--- src/hdl/fpx_pkg.sv ---
// Package: shared constants, types and register map of the exception prioritizer
package fpx_pkg;

    // ----------------------------------------------------------------
    // Register map (byte addresses)
    // ----------------------------------------------------------------
    localparam logic [7:0] CTRL_ADDR = 8'h00;
    localparam logic [7:0] FLAGS_ADDR = 8'h04;
    localparam logic [7:0] IRQ_STAT_ADDR = 8'h08;
    localparam logic [7:0] IRQ_MASK_ADDR = 8'h0C;
    localparam logic [7:0] LAST_ADDR = 8'h10;

    // ----------------------------------------------------------------
    // Exception mask / flag bit positions
    // ----------------------------------------------------------------
    localparam int INV_BIT = 0;
    localparam int DNR_BIT = 1;
    localparam int ZDV_BIT = 2;
    localparam int OVF_BIT = 3;
    localparam int UNF_BIT = 4;
    localparam int PRC_BIT = 5;
    localparam int EXC_W = 6;
    localparam int RND_LSB = 8;
    localparam logic [5:0] MASK_RESET = 6'h3F;
    localparam logic [1:0] RND_RESET = 2'h0;

    // Interrupt status bits
    localparam int IRQ_W = 2;
    localparam int IRQ_TRAP_BIT = 0;
    localparam int IRQ_FLAG_BIT = 1;

    // ----------------------------------------------------------------
    // Types
    // ----------------------------------------------------------------
    typedef enum logic [1:0] {
        RND_NEAREST = 2'h0,
        RND_DOWN = 2'h1,
        RND_UP = 2'h2,
        RND_ZERO = 2'h3
    } rnd_mode_e;

    // Winning condition class, higher priority first
    typedef enum logic [3:0] {
        WIN_NONE = 4'h0,
        WIN_STK_UNF = 4'h1,
        WIN_STK_OVF = 4'h2,
        WIN_UNSUP = 4'h3,
        WIN_SIG_NAN = 4'h4,
        WIN_QUIET_NAN = 4'h5,
        WIN_INV_OTHER = 4'h6,
        WIN_ZDIV = 4'h7,
        WIN_DENORM = 4'h8,
        WIN_OVF = 4'h9,
        WIN_UNF = 4'hA,
        WIN_PREC = 4'hB
    } win_e;

    // Result source chosen for the destination
    typedef enum logic [2:0] {
        RES_NONE = 3'h0,
        RES_ROUNDED = 3'h1,
        RES_QUIET_NOT_A_NUMBER = 3'h2,
        RES_INF = 3'h3,
        RES_MAXFIN = 3'h4,
        RES_DENORM = 3'h5,
        RES_BIASED = 3'h6
    } res_sel_e;

    // Operand-stage conditions (known before the operation)
    typedef struct packed {
        logic stack_unf;
        logic stack_ovf;
        logic unsup_fmt;
        logic signaling_not_a_number;
        logic quiet_not_a_number;
        logic inv_other;
        logic zero_div;
        logic denorm;
    } pre_cond_s;

    // Result-stage conditions (known from the unrounded result)
    typedef struct packed {
        logic overflow;
        logic tiny;
        logic inexact;
        logic sign;
    } post_cond_s;

    // Decision handed to the datapath and trap logic
    typedef struct packed {
        logic write_dest;
        res_sel_e res_sel;
        logic [EXC_W-1:0] flags_set;
        logic trap;
        win_e cause;
    } decision_s;

    // Trap sequencer states, Gray coded along the path
    typedef enum logic [1:0] {
        ST_IDLE = 2'b00,
        ST_POST = 2'b01,
        ST_TRAP = 2'b11
    } seq_e;

endpackage

--- src/hdl/fpx_pre_check.sv ---
// Operand-stage prioritizer: invalid, quiet NaN, zero divide, denormal
`timescale 1ns/1ps
module fpx_pre_check
    import fpx_pkg::*;
(
    input wire pre_cond_s cond_i,
    input wire logic stack_unit_i,
    input wire logic ext_fmt_i,
    input wire logic [EXC_W-1:0] mask_i,
    output win_e win_o,
    output logic [EXC_W-1:0] flags_o,
    output logic unmasked_o,
    output logic halt_o,
    output logic quiet_not_a_number_o
);
    logic stk_unf;
    logic stk_ovf;
    logic unsup;

    // Stack and format checks exist only in the stack unit
    assign stk_unf = cond_i.stack_unf & stack_unit_i;
    assign stk_ovf = cond_i.stack_ovf & stack_unit_i;
    assign unsup = cond_i.unsup_fmt & stack_unit_i & ext_fmt_i;

    always_comb begin
        win_o = WIN_NONE;
        flags_o = '0;
        unmasked_o = 1'b0;
        halt_o = 1'b0;
        quiet_not_a_number_o = 1'b0;
        // Fixed precedence, first hit wins
        if (stk_unf | stk_ovf | unsup | cond_i.signaling_not_a_number) begin
            win_o = stk_unf ? WIN_STK_UNF : stk_ovf ? WIN_STK_OVF :
                    unsup ? WIN_UNSUP : WIN_SIG_NAN;
            flags_o[INV_BIT] = 1'b1;
            unmasked_o = ~mask_i[INV_BIT];
            // Masked invalid returns quiet NaN, zero divide dropped
            quiet_not_a_number_o = mask_i[INV_BIT];
            halt_o = 1'b1;
        end else if (cond_i.quiet_not_a_number) begin
            // Not an exception, yet it hides everything below
            win_o = WIN_QUIET_NAN;
            quiet_not_a_number_o = 1'b1;
            halt_o = 1'b1;
        end else if (cond_i.inv_other | cond_i.zero_div) begin
            // Same level; invalid reported when both present
            win_o = cond_i.inv_other ? WIN_INV_OTHER : WIN_ZDIV;
            if (cond_i.inv_other) begin
                flags_o[INV_BIT] = 1'b1;
                unmasked_o = ~mask_i[INV_BIT];
                quiet_not_a_number_o = mask_i[INV_BIT];
            end else begin
                flags_o[ZDV_BIT] = 1'b1;
                unmasked_o = ~mask_i[ZDV_BIT];
            end
            halt_o = 1'b1;
        end else if (cond_i.denorm) begin
            win_o = WIN_DENORM;
            flags_o[DNR_BIT] = 1'b1;
            unmasked_o = ~mask_i[DNR_BIT];
            // Masked denormal lets the operation run on
            halt_o = ~mask_i[DNR_BIT];
        end
    end
endmodule

--- src/hdl/fpx_post_check.sv ---
// Result-stage prioritizer: overflow, underflow, inexact
`timescale 1ns/1ps
module fpx_post_check
    import fpx_pkg::*;
(
    input wire post_cond_s cond_i,
    input wire logic [EXC_W-1:0] mask_i,
    input wire rnd_mode_e rnd_i,
    input wire logic stack_unit_i,
    output win_e win_o,
    output logic [EXC_W-1:0] flags_o,
    output logic unmasked_o,
    output logic write_o,
    output res_sel_e res_o
);
    always_comb begin
        win_o = WIN_NONE;
        flags_o = '0;
        unmasked_o = 1'b0;
        write_o = 1'b0;
        res_o = RES_NONE;
        // Judged only on the exact result
        if (cond_i.overflow) begin
            win_o = WIN_OVF;
            flags_o[OVF_BIT] = 1'b1;
            flags_o[PRC_BIT] = cond_i.inexact;
            unmasked_o = ~mask_i[OVF_BIT] | (cond_i.inexact & ~mask_i[PRC_BIT]);
            if (mask_i[OVF_BIT]) begin
                // Rounding mode and sign pick infinity or largest finite
                write_o = 1'b1;
                case (rnd_i)
                    RND_NEAREST: res_o = RES_INF;
                    RND_DOWN: res_o = cond_i.sign ? RES_INF : RES_MAXFIN;
                    RND_UP: res_o = cond_i.sign ? RES_MAXFIN : RES_INF;
                    default: res_o = RES_MAXFIN;
                endcase
            end else if (stack_unit_i) begin
                // Stack unit stores the biased result; packed units keep their destination
                write_o = 1'b1;
                res_o = RES_BIASED;
            end
        end else if (cond_i.tiny) begin
            win_o = WIN_UNF;
            if (mask_i[UNF_BIT]) begin
                // Flag only if tiny and inexact, denormal always stored
                flags_o[UNF_BIT] = cond_i.inexact;
                write_o = 1'b1;
                res_o = RES_DENORM;
            end else begin
                flags_o[UNF_BIT] = 1'b1;
                write_o = stack_unit_i;
                res_o = stack_unit_i ? RES_BIASED : RES_NONE;
            end
            flags_o[PRC_BIT] = cond_i.inexact;
            unmasked_o = ~mask_i[UNF_BIT] | (cond_i.inexact & ~mask_i[PRC_BIT]);
        end else if (cond_i.inexact) begin
            // Rounded result stored; trap only when unmasked
            win_o = WIN_PREC;
            flags_o[PRC_BIT] = 1'b1;
            unmasked_o = ~mask_i[PRC_BIT];
            write_o = 1'b1;
            res_o = RES_ROUNDED;
        end else begin
            write_o = 1'b1;
            res_o = RES_ROUNDED;
        end
        // Packed units never write once a trap is due
        if (unmasked_o && !stack_unit_i) begin
            write_o = 1'b0;
            res_o = RES_NONE;
        end
    end
endmodule

--- src/hdl/fp_exception_prioritizer.sv ---
// Floating-point exception prioritizer with AHB-Lite register slave
// ----------------------------------------------------------------
// Functional notes
// - Several conditions from one instruction resolve by fixed precedence.
// - Masked signaling NaN over zero: invalid only, quiet NaN written.
// - Denormal or inexact with overflow/underflow handled too, not suppressed.
// - Invalid first: stack underflow, stack overflow, unsupported, signaling NaN.
// - Stack and format checks only in stack unit; format only extended.
// - Quiet NaN operand ranks second and hides lower conditions.
// - Other invalid and zero divide share third level.
// - Denormal fourth; masked, execution continues and lower ones may follow.
// - Overflow/underflow fifth with inexact; lone inexact sixth.
// - Invalid, zero divide, denormal found from operands before operating.
// - Overflow, underflow, inexact found only from the exact result.
// - Unmasked pre-operation condition leaves destination unwritten.
// - Unmasked post-operation: stack unit may write, packed units never.
// - Handler entry goes through the ordinary trap mechanism.
// - Masked overflow sets flag, returns infinity or largest finite.
// - Masked underflow flags tiny-and-inexact only; denormal always returned.
// - Lone inexact sets precision flag, stores rounded; trap if unmasked.
// ----------------------------------------------------------------
`timescale 1ns/1ps
module fp_exception_prioritizer
    import fpx_pkg::*;
(
    input wire logic ref_clk_i,
    input wire logic rst_i,
    // Operand stage
    input wire logic pre_valid_i,
    input wire pre_cond_s pre_cond_i,
    input wire logic stack_unit_i,
    input wire logic ext_fmt_i,
    // Result stage
    input wire logic post_valid_i,
    input wire post_cond_s post_cond_i,
    // Decisions
    output logic pre_done_o,
    output logic proceed_o,
    output logic dec_valid_o,
    output decision_s dec_o,
    output logic trap_req_o,
    input wire logic trap_ack_i,
    output logic irq_o,
    // AHB-Lite slave
    input wire logic hsel_i,
    input wire logic [31:0] haddr_i,
    input wire logic [1:0] htrans_i,
    input wire logic hwrite_i,
    input wire logic [2:0] hsize_i,
    input wire logic [31:0] hwdata_i,
    output logic [31:0] hrdata_o,
    output logic hreadyout_o,
    output logic hresp_o,
    input wire logic hready_i
);
    // ----------------
    // Control registers and sub-checkers
    // ----------------
    logic unit_q, unit_d;
    logic [EXC_W-1:0] mask_q, mask_d;
    rnd_mode_e rnd_q, rnd_d;
    logic [EXC_W-1:0] flags_q, flags_d;
    logic [IRQ_W-1:0] ists_q, ists_d;
    logic [IRQ_W-1:0] imsk_q, imsk_d;
    decision_s last_q, last_d;

    win_e pre_win;
    logic [EXC_W-1:0] pre_flags;
    logic pre_unmasked;
    logic pre_halt;
    logic pre_quiet_not_a_number;

    win_e post_win;
    logic [EXC_W-1:0] post_flags;
    logic post_unmasked;
    logic post_write;
    res_sel_e post_res;

    fpx_pre_check u_pre (
        .cond_i(pre_cond_i),
        .stack_unit_i(stack_unit_i),
        .ext_fmt_i(ext_fmt_i),
        .mask_i(mask_q),
        .win_o(pre_win),
        .flags_o(pre_flags),
        .unmasked_o(pre_unmasked),
        .halt_o(pre_halt),
        .quiet_not_a_number_o(pre_quiet_not_a_number)
    );

    fpx_post_check u_post (
        .cond_i(post_cond_i),
        .mask_i(mask_q),
        .rnd_i(rnd_q),
        .stack_unit_i(unit_q),
        .win_o(post_win),
        .flags_o(post_flags),
        .unmasked_o(post_unmasked),
        .write_o(post_write),
        .res_o(post_res)
    );

    // ----------------
    // Instruction sequencer
    // ----------------
    seq_e st_q, st_d;
    win_e held_q, held_d;
    logic held_unm_q, held_unm_d;
    logic [EXC_W-1:0] held_flags_q, held_flags_d;
    logic pre_done_d, proceed_d, dec_valid_d;
    decision_s dec_d;
    logic [EXC_W-1:0] hw_flags;
    logic trap_evt;

    always_comb begin
        st_d = st_q;
        unit_d = unit_q;
        held_d = held_q;
        held_unm_d = held_unm_q;
        held_flags_d = held_flags_q;
        pre_done_d = 1'b0;
        proceed_d = 1'b0;
        dec_valid_d = 1'b0;
        dec_d = dec_o;
        hw_flags = '0;
        trap_evt = 1'b0;
        case (st_q)
            ST_IDLE: begin
                if (pre_valid_i) begin
                    pre_done_d = 1'b1;
                    unit_d = stack_unit_i;
                    hw_flags = pre_flags;
                    if (pre_halt) begin
                        // Pre-operation verdict closes the instruction
                        dec_valid_d = 1'b1;
                        dec_d.write_dest = ~pre_unmasked & pre_quiet_not_a_number;
                        dec_d.res_sel = dec_d.write_dest ? RES_QUIET_NOT_A_NUMBER : RES_NONE;
                        dec_d.flags_set = pre_flags;
                        dec_d.trap = pre_unmasked;
                        dec_d.cause = pre_win;
                        if (pre_unmasked) begin
                            st_d = ST_TRAP;
                        end
                    end else begin
                        proceed_d = 1'b1;
                        held_d = pre_win;
                        held_unm_d = 1'b0;
                        held_flags_d = pre_flags;
                        st_d = ST_POST;
                    end
                end
            end
            ST_POST: begin
                if (post_valid_i) begin
                    hw_flags = post_flags;
                    dec_valid_d = 1'b1;
                    dec_d.write_dest = post_write;
                    dec_d.res_sel = post_res;
                    // Masked denormal flag kept alongside result flags
                    dec_d.flags_set = post_flags | held_flags_q;
                    dec_d.trap = post_unmasked;
                    dec_d.cause = (post_win == WIN_NONE) ? held_q : post_win;
                    st_d = post_unmasked ? ST_TRAP : ST_IDLE;
                end
            end
            ST_TRAP: begin
                // Trap raised in the same cycle the flags land, held until taken
                if (trap_ack_i) begin
                    st_d = ST_IDLE;
                    trap_evt = 1'b1;
                end
            end
            default: st_d = ST_IDLE;
        endcase
    end

    always_ff @(posedge ref_clk_i) begin
        if (rst_i) begin
            st_q <= ST_IDLE;
            unit_q <= 1'b0;
            held_q <= WIN_NONE;
            held_unm_q <= 1'b0;
            held_flags_q <= '0;
            pre_done_o <= 1'b0;
            proceed_o <= 1'b0;
            dec_valid_o <= 1'b0;
            dec_o <= '0;
        end else begin
            st_q <= st_d;
            unit_q <= unit_d;
            held_q <= held_d;
            held_unm_q <= held_unm_d;
            held_flags_q <= held_flags_d;
            pre_done_o <= pre_done_d;
            proceed_o <= proceed_d;
            dec_valid_o <= dec_valid_d;
            dec_o <= dec_d;
        end
    end

    assign trap_req_o = (st_q == ST_TRAP);

    // ----------------
    // AHB-Lite slave, zero wait states
    // ----------------
    logic ap_wr_q, ap_wr_d;
    logic [7:0] ap_addr_q, ap_addr_d;
    logic [31:0] rdata_d;
    logic take;

    assign take = hsel_i & hready_i & htrans_i[1];
    assign hreadyout_o = 1'b1;
    assign hresp_o = 1'b0;

    always_comb begin
        ap_wr_d = take & hwrite_i;
        ap_addr_d = take ? haddr_i[7:0] : ap_addr_q;
        rdata_d = '0;
        // Read in the address phase, shown in the data phase
        if (take & ~hwrite_i) begin
            case (haddr_i[7:0])
                CTRL_ADDR: rdata_d = {22'h0, rnd_q, 2'h0, mask_q};
                FLAGS_ADDR: rdata_d = {26'h0, flags_q};
                IRQ_STAT_ADDR: rdata_d = {30'h0, ists_q};
                IRQ_MASK_ADDR: rdata_d = {30'h0, imsk_q};
                LAST_ADDR: rdata_d = {17'h0, last_q};
                default: rdata_d = '0;
            endcase
        end
    end

    // ----------------
    // Flag, mask and interrupt registers
    // ----------------
    always_comb begin
        mask_d = mask_q;
        rnd_d = rnd_q;
        flags_d = flags_q;
        ists_d = ists_q;
        imsk_d = imsk_q;
        last_d = last_q;
        if (ap_wr_q) begin
            case (ap_addr_q)
                CTRL_ADDR: begin
                    mask_d = hwdata_i[EXC_W-1:0];
                    rnd_d = rnd_mode_e'(hwdata_i[RND_LSB+1:RND_LSB]);
                end
                // Flags are sticky; software clears by writing ones
                FLAGS_ADDR: flags_d = flags_q & ~hwdata_i[EXC_W-1:0];
                IRQ_STAT_ADDR: ists_d = ists_q & ~hwdata_i[IRQ_W-1:0];
                IRQ_MASK_ADDR: imsk_d = hwdata_i[IRQ_W-1:0];
                default: ;
            endcase
        end
        // Hardware sets win over a same-cycle clear
        flags_d = flags_d | hw_flags;
        if (trap_evt) begin
            ists_d[IRQ_TRAP_BIT] = 1'b1;
        end
        if (|hw_flags) begin
            ists_d[IRQ_FLAG_BIT] = 1'b1;
        end
        if (dec_valid_d) begin
            last_d = dec_d;
        end
    end

    always_ff @(posedge ref_clk_i) begin
        if (rst_i) begin
            mask_q <= MASK_RESET;
            rnd_q <= rnd_mode_e'(RND_RESET);
            flags_q <= '0;
            ists_q <= '0;
            imsk_q <= '0;
            last_q <= '0;
            ap_wr_q <= 1'b0;
            ap_addr_q <= '0;
            hrdata_o <= '0;
        end else begin
            mask_q <= mask_d;
            rnd_q <= rnd_d;
            flags_q <= flags_d;
            ists_q <= ists_d;
            imsk_q <= imsk_d;
            last_q <= last_d;
            ap_wr_q <= ap_wr_d;
            ap_addr_q <= ap_addr_d;
            hrdata_o <= rdata_d;
        end
    end

    assign irq_o = |(ists_q & imsk_q);
endmodule

--- config.mk ---
export PLATFORM = sky130hd
export DESIGN_NAME = fp_exception_prioritizer
export DESIGN_NICKNAME = d
export VERILOG_FILES = /design/src/hdl/fpx_pkg.sv /design/src/hdl/fpx_pre_check.sv /design/src/hdl/fpx_post_check.sv /design/src/hdl/fp_exception_prioritizer.sv
export SDC_FILE = /design/constraint.sdc
export NUM_CORES = 1
export LEC_CHECK = 0
export BUFFER_PORTS_ARGS = -buffer_cell sky130_fd_sc_hd__buf_2
export CAP_MARGIN = 30
export CORE_MARGIN = 2
export CORE_UTILIZATION = 30
export CTS_CLUSTER_DIAMETER = 30
export DETAILED_ROUTE_END_ITERATION = 7
export GPL_ROUTABILITY_DRIVEN = 1
export GPL_TIMING_DRIVEN = 0
export SETUP_SLACK_MARGIN = 0.5
export SLEW_MARGIN = 20
export SYNTH_ARGS = -nofsm -noshare
export SYNTH_HDL_FRONTEND = slang
export SYNTH_HIERARCHICAL = 1
export SYNTH_SLANG_ARGS = --single-unit
--- constraint.sdc ---
create_clock -name ref_clk_i -period 3.42 [get_ports ref_clk_i]
set_input_delay 0.513 -clock ref_clk_i [delete_from_list [all_inputs] [get_ports ref_clk_i]]
set_output_delay 0.513 -clock ref_clk_i [all_outputs]
set_load 0.02 [all_outputs]
# Word-level counts from Yosys, hierarchy flattened
# Index checks and enable logic that the tools add are counted.
# word_totals
out_inout_bits	54
register_bits	102
inputBits	91
# op_classes
reduce_logical	23
n_eq_ne	15
mux	88
bitwise_logic	35
# op_table
op	count
15-bit one-hot mux with 5 select lines	1
1-bit 2-to-1 mux	45
15-bit 2-to-1 mux	3
4-bit 2-to-1 mux	10
3-bit 2-to-1 mux	11
8-bit by 4-bit == test with 1-bit output (second input constant)	4
15-bit one-hot mux with 2 select lines	1
2-bit 2-to-1 mux	10
6-bit 2-to-1 mux	3
8-bit by 3-bit == test with 1-bit output (second input constant)	2
8-bit zero test	2
1-bit inverter	12
6-bit one-hot mux with 2 select lines	1
1-bit AND	10
2-bit AND reduction	5
3-bit one-hot mux with 3 select lines	1
8-bit by 5-bit == test with 1-bit output (second input constant)	1
2-bit nonzero test	4
6-bit AND	1
6-bit inverter	1
1-bit bitwise OR	6
6-bit by 3-bit bitwise OR with 6-bit output	1
6-bit bitwise OR	1
2-bit one-hot mux with 3 select lines	1
other kinds (17)	24

# Longest topological paths before layout
# depth
ltp_word	11
mapped_depth	8

# Cells and area by module
# The synthesis kept the hierarchy.
# modules_own_cells
mod	n_inst	seq_area_each_um2	cells_per_inst	area_each_um2
fp_exception_prioritizer	1	1761.7	437	3758.6
fpx_pre_check	1	0.0	34	221.5
fpx_post_check	1	0.0	33	214.0

# Worst setup path before layout
# Ideal clock, no wire load.
# synth_path
kind	input to register
start	in pre_cond_i[1] (netlist bit)
end	reg dec_o[14] (netlist bit)
path_slack_ns	1.451
path_buffers	1
stages	7
setup_ns	0.070
t_arrival_ns	1.899
t_required_ns	3.350
cell_sequence	nor4_1 nand3_1 and4bb_2 nor2_1 buf_2 a22oi_1 a21oi_1
# synth_via
elab_cells_between_ends	15
# synth_rtl
item	line	text
start, declared	fp_exception_prioritizer.sv:30	input wire pre_cond_s pre_cond_i,
1-bit bitwise OR	fpx_pre_check.sv:45	end else if (cond_i.inv_other | cond_i.zero_div) begin
1-bit 2-to-1 mux	fpx_pre_check.sv:45	
1-bit 2-to-1 mux	fpx_pre_check.sv:40	end else if (cond_i.quiet_not_a_number) begin
1-bit 2-to-1 mux	fpx_pre_check.sv:32	if (stk_unf | stk_ovf | unsup | cond_i.signaling_not_a_number) begin
named net pre_halt	fp_exception_prioritizer.sv:70	logic pre_halt;
15-bit 2-to-1 mux	fp_exception_prioritizer.sv:133	if (pre_halt) begin
15-bit 2-to-1 mux	fp_exception_prioritizer.sv:129	if (pre_valid_i) begin
15-bit one-hot mux with 2 select lines	fp_exception_prioritizer.sv:127	case (st_q)
end signal, assigned	fp_exception_prioritizer.sv:187	dec_o <= '0;
end signal, assigned	fp_exception_prioritizer.sv:197	dec_o <= dec_d;
end, declared	fp_exception_prioritizer.sv:40	output decision_s dec_o,
# The timed path passes the listed nets, and every way through them passes these cells.
# A chain may end at the register's enable or synchronous reset.

# Final worst setup path
# layout_path
start	in pre_cond_i[1] (netlist bit)
end	reg last_q[2] (netlist bit)
# layout_via
elab_chain_len	7
elab_cells_between_ends	13
# layout_lines
item	line	text
1-bit bitwise OR *	fpx_pre_check.sv:45	
1-bit 2-to-1 mux *	fpx_pre_check.sv:45	
1-bit 2-to-1 mux *	fpx_pre_check.sv:40	
1-bit 2-to-1 mux *	fpx_pre_check.sv:32	
named net pre_halt	fp_exception_prioritizer.sv:70	
15-bit 2-to-1 mux / 1-bit 2-to-1 mux (equally long branches)	fp_exception_prioritizer.sv:133	
15-bit 2-to-1 mux / 1-bit 2-to-1 mux (equally long branches)	fp_exception_prioritizer.sv:129	
15-bit one-hot mux with 2 select lines / 1-bit one-hot mux with 2 select lines (equally long branches)	fp_exception_prioritizer.sv:127	
end signal, assigned	fp_exception_prioritizer.sv:285	last_q <= last_d;
end, declared	fp_exception_prioritizer.sv:65	decision_s last_q, last_d;
# The timed path passes the listed nets; every way through them passes the cells marked *.

==> summary.txt <==
Flow run
  – Max-cap violations: 0

Timing
  – Unrepaired setup endpoints after global routing: false
  – Slew headroom: 57.0%
  – Final min period: ~2.2 ns
  – Worst slew pin tran: approximately 0.65 ns
  – Achievable clock frequency: about 0.46 GHz
  – Final slew viol count: 0
  – Setup Total Neg Slack: 0 ns
  – Period utilization: 63.1%
  – Setup Skew: 0.00640 ns
  – Final Hold Vio Count: 0
  – Endpoints failing setup: 0
  – Post-route setup slack: 1.26 ns

Global routing
  – Initial antenna violation count: 0
  – First-pass GRT wire length: between 15 and 20 mm
  – Overall Global Routing Usage: 16.3%
  – Largest net degree at the start of global routing: 16
  – Vias in the first global route: around 3600
  – Total congestion overflow: 0

Worst setup path
  – R2r setup slk: 1.53 ns
  – CP top delay family: simple AND/OR/NAND/NOR gates
  – CP max stage cell: nor4_1
  – Required time of the critical path: 3.69 ns
  – FF-to-FF Start: mask_q[1]
  – Critical path class: in -> reg
  – Max incr delay on CP: 0.43 ns
  – Worst setup path start: pre_cond_i[1]
  – Crit path cell chain: buf_2 > nor4_1 > nand3_1 > and4bb_2 > nor2_1 > buf_2 > nand2_1 > a21oi_1
  – Setup crit end kind: flop
  – Critical path data arrival time: around 2.4 ns
  – CP Buf/Inv Count: 2
  – CP Max Fanout: 10
  – Critical Path Start Type: input pin
  – Critical path's most frequent cell: buf_2

Power and ir drop
  – Max VDD drop: 272 uV
  – Leakage: roughly 0.0022 uW
  – Post-layout power: between 2000 and 3000 uW
  – Power per cell area: 518 nW/um^2

Clock network
  – # hold bufs at CTS: 0
  – Num CTS Buffers: 9
  – CTS sink cnt: slightly below 90
  – Post-CTS setup buffers: 0
  – Clk slew on worst S/H paths: 0.07 ns
  – Longest Clk Path Bufs: 2
  – Clk root buf: clkbuf_16
  – CTS H-tree depth: 3
  – Clk_lat worst skew: 0.34 ns
  – CTS tree: yes
  – Cts repair resizes: 0

Status
  – Outcome: finished, final reports clean

Synthesis
  – Seq/Total Area, Yosys: 42.0%
  – Post-synth EDFFs: 0
  – Synth Cell Area: 4190 sq um
  – Post-synth ARST share: 0%
  – Mapped Cells: 504
  – Yosys warnings: 6
  – Seq cells post-synth: 88
  – Most used DFF post-synth: dfxtp_1
  – Mean post-synth cell area: approximately 8.3 sq um
  – Yosys cell types: 57

Placed design
  – Instance area at placement: 4870 sq um
  – Place WS: 0.944 ns
  – PortBufs: 73
  – Placed cell count: between 700 and 800
  – Detailed Place HPWL: 9.37 mm
  – Placer congestion estimate: 0.870

Cells and area
  – Area Overhead vs Synth: 25.0%
  – Fill count: 1450
  – Finished Cell Area: 5240 sq um
  – Antenna Cells: 0
  – Share of cells above drive strength 1: 24.4%
  – Final Instance Count excl. Fillers: between 700 and 800
  – Nets@finish: 701

Min path
  – Origin of the worst min-delay path: hwdata_i[3]
  – Hold WC Path Type: in -> reg

Die
  – Core area: ~14000 sq um
  – Die height: 122 um
  – Site row count: 43
  – Starting Density: 30.5%
  – Die area: 14900 sq um
  – Die Wd: roughly 120 um
  – IO Pins: 145

Detailed routing
  – Via density: about 4.9
  – DR WL/cell: 15.3 um
  – Final wirelength: 12.2 mm
  – DR iter-0 viols: 263
  – DRT Pass-1 Iters: 5
  – Via count: 3881
  – Final ANT Viol Nets: 0
  – # DRC: 0
==> synth_stat cells, types with 3 or more instances <==
cell,instances,area (sq um)
o31ai_1,5,37.5
a31oi_1,5,31.3
a21oi_1,67,335
nand4_1,4,25.0
mux2i_1,7,70.1
a22oi_1,7,52.6
and2_1,7,43.8
buf_4,29,218
mux2_2,4,45.0
nand2_1,82,308
clkbuf_1,16,60.1
nor4b_1,3,26.3
or3_1,3,18.8
a211o_1,4,35.0
conb_1,4,15.0
buf_2,6,30.0
inv_1,14,52.6
nor2_1,39,146
and3_1,3,18.8
nor3_1,9,45.0
o21ai_0,12,60.1
nand3b_1,9,67.6
dfxtp_1,88,1760
nand2b_1,6,37.5
nand3_1,13,65.1
a211o_2,4,40.0
nor2b_1,11,68.8
==> layer usage <==
metal  global-route usage (%)  vias up  share of wire (%)
met4                     6.32        0                2.1
met2                     26.5      157                 46
met1                     21.6     1779                 45
li1                         -     1921                  -
met3                     2.93       24                6.6
met5                        0        -                  0
==> state kept, by name (all words and copies together) (netlist names), 4 cells and up <==
name          flops
hrdata_o         15
last_q           15
held_flags_q      6
dec_o            15
held_q            4
mask_q            6
flags_q           6
ap_addr_q         8
==> power breakdown <==
group	internal (uW)	switching, uW
Combinational	139	237
Clock	812	421
Sequential	1070	32.5
Total	2020	690
==> worst paths after layout <==
| path | endpoint | cells past startpoint |
|---|---|---|
| max | last_q[2] | 8 |
| min | mask_q[3] | 2 |
| max reg2reg | last_q[2] | 7 |
| min reg2reg | last_q[13] | 2 |
==> cells by family after synthesis <==
family                 Yosys count  share of synthesized area [%]
buffers and inverters           68                           9.28
AND/OR/NAND/NOR                207                           26.0
multiplexers                    14                           4.36
AO/OA/AOI/OAI                  123                           18.0
flip-flops                      88                           42.0
other                            4                          0.358
==> cell type report <==
class                           count  area (sq um)  share of cell area [%]
Buffer                             54           337                    6.42
Clock buffer                       10           239                    4.56
Timing Repair Buffer               73           365                    6.97
Multi-Input combinational cell    370          2130                    40.5
Inverter                           14          52.6                    1.00
Sequential cell                    88          1760                    33.6
Clock inverter                      6           138                    2.62
Tap cell                          180           225                    4.29
==> stage by stage <==
stage | hold WS (ns) | util [%]
after floorplan | 0.421 | -
after global placement | 0.439 | 35.3
after detailed placement | 0.442 | 35.3
after CTS | 0.405 | 38.1
after global routing | 0.407 | 38.1
final | 0.410 | 38.1
==> layout by cell type (no fill, tap or decap), types with 3 or more instances in the layout <==
master and n:
dfxtp_1 88, nand2_1 82, buf_2 79, a21oi_1 67, nor2_1 39, buf_4 29
conb_1 26, clkbuf_1 16, inv_1 14, nand3_1 13, o21ai_0 12, nor2b_1 11
nand3b_1 9, nor3_1 9, clkbuf_16 9, and2_1 7, a22oi_1 7, mux2i_1 7
nand2b_1 6, a31oi_1 5, o31ai_1 5, a211o_1 4, nand4_1 4, a211o_2 4
mux2_2 4, bufinv_16 4, nor4b_1 3, or3_1 3, and3_1 3
Note: power is estimated with default switching activity, not from simulation.
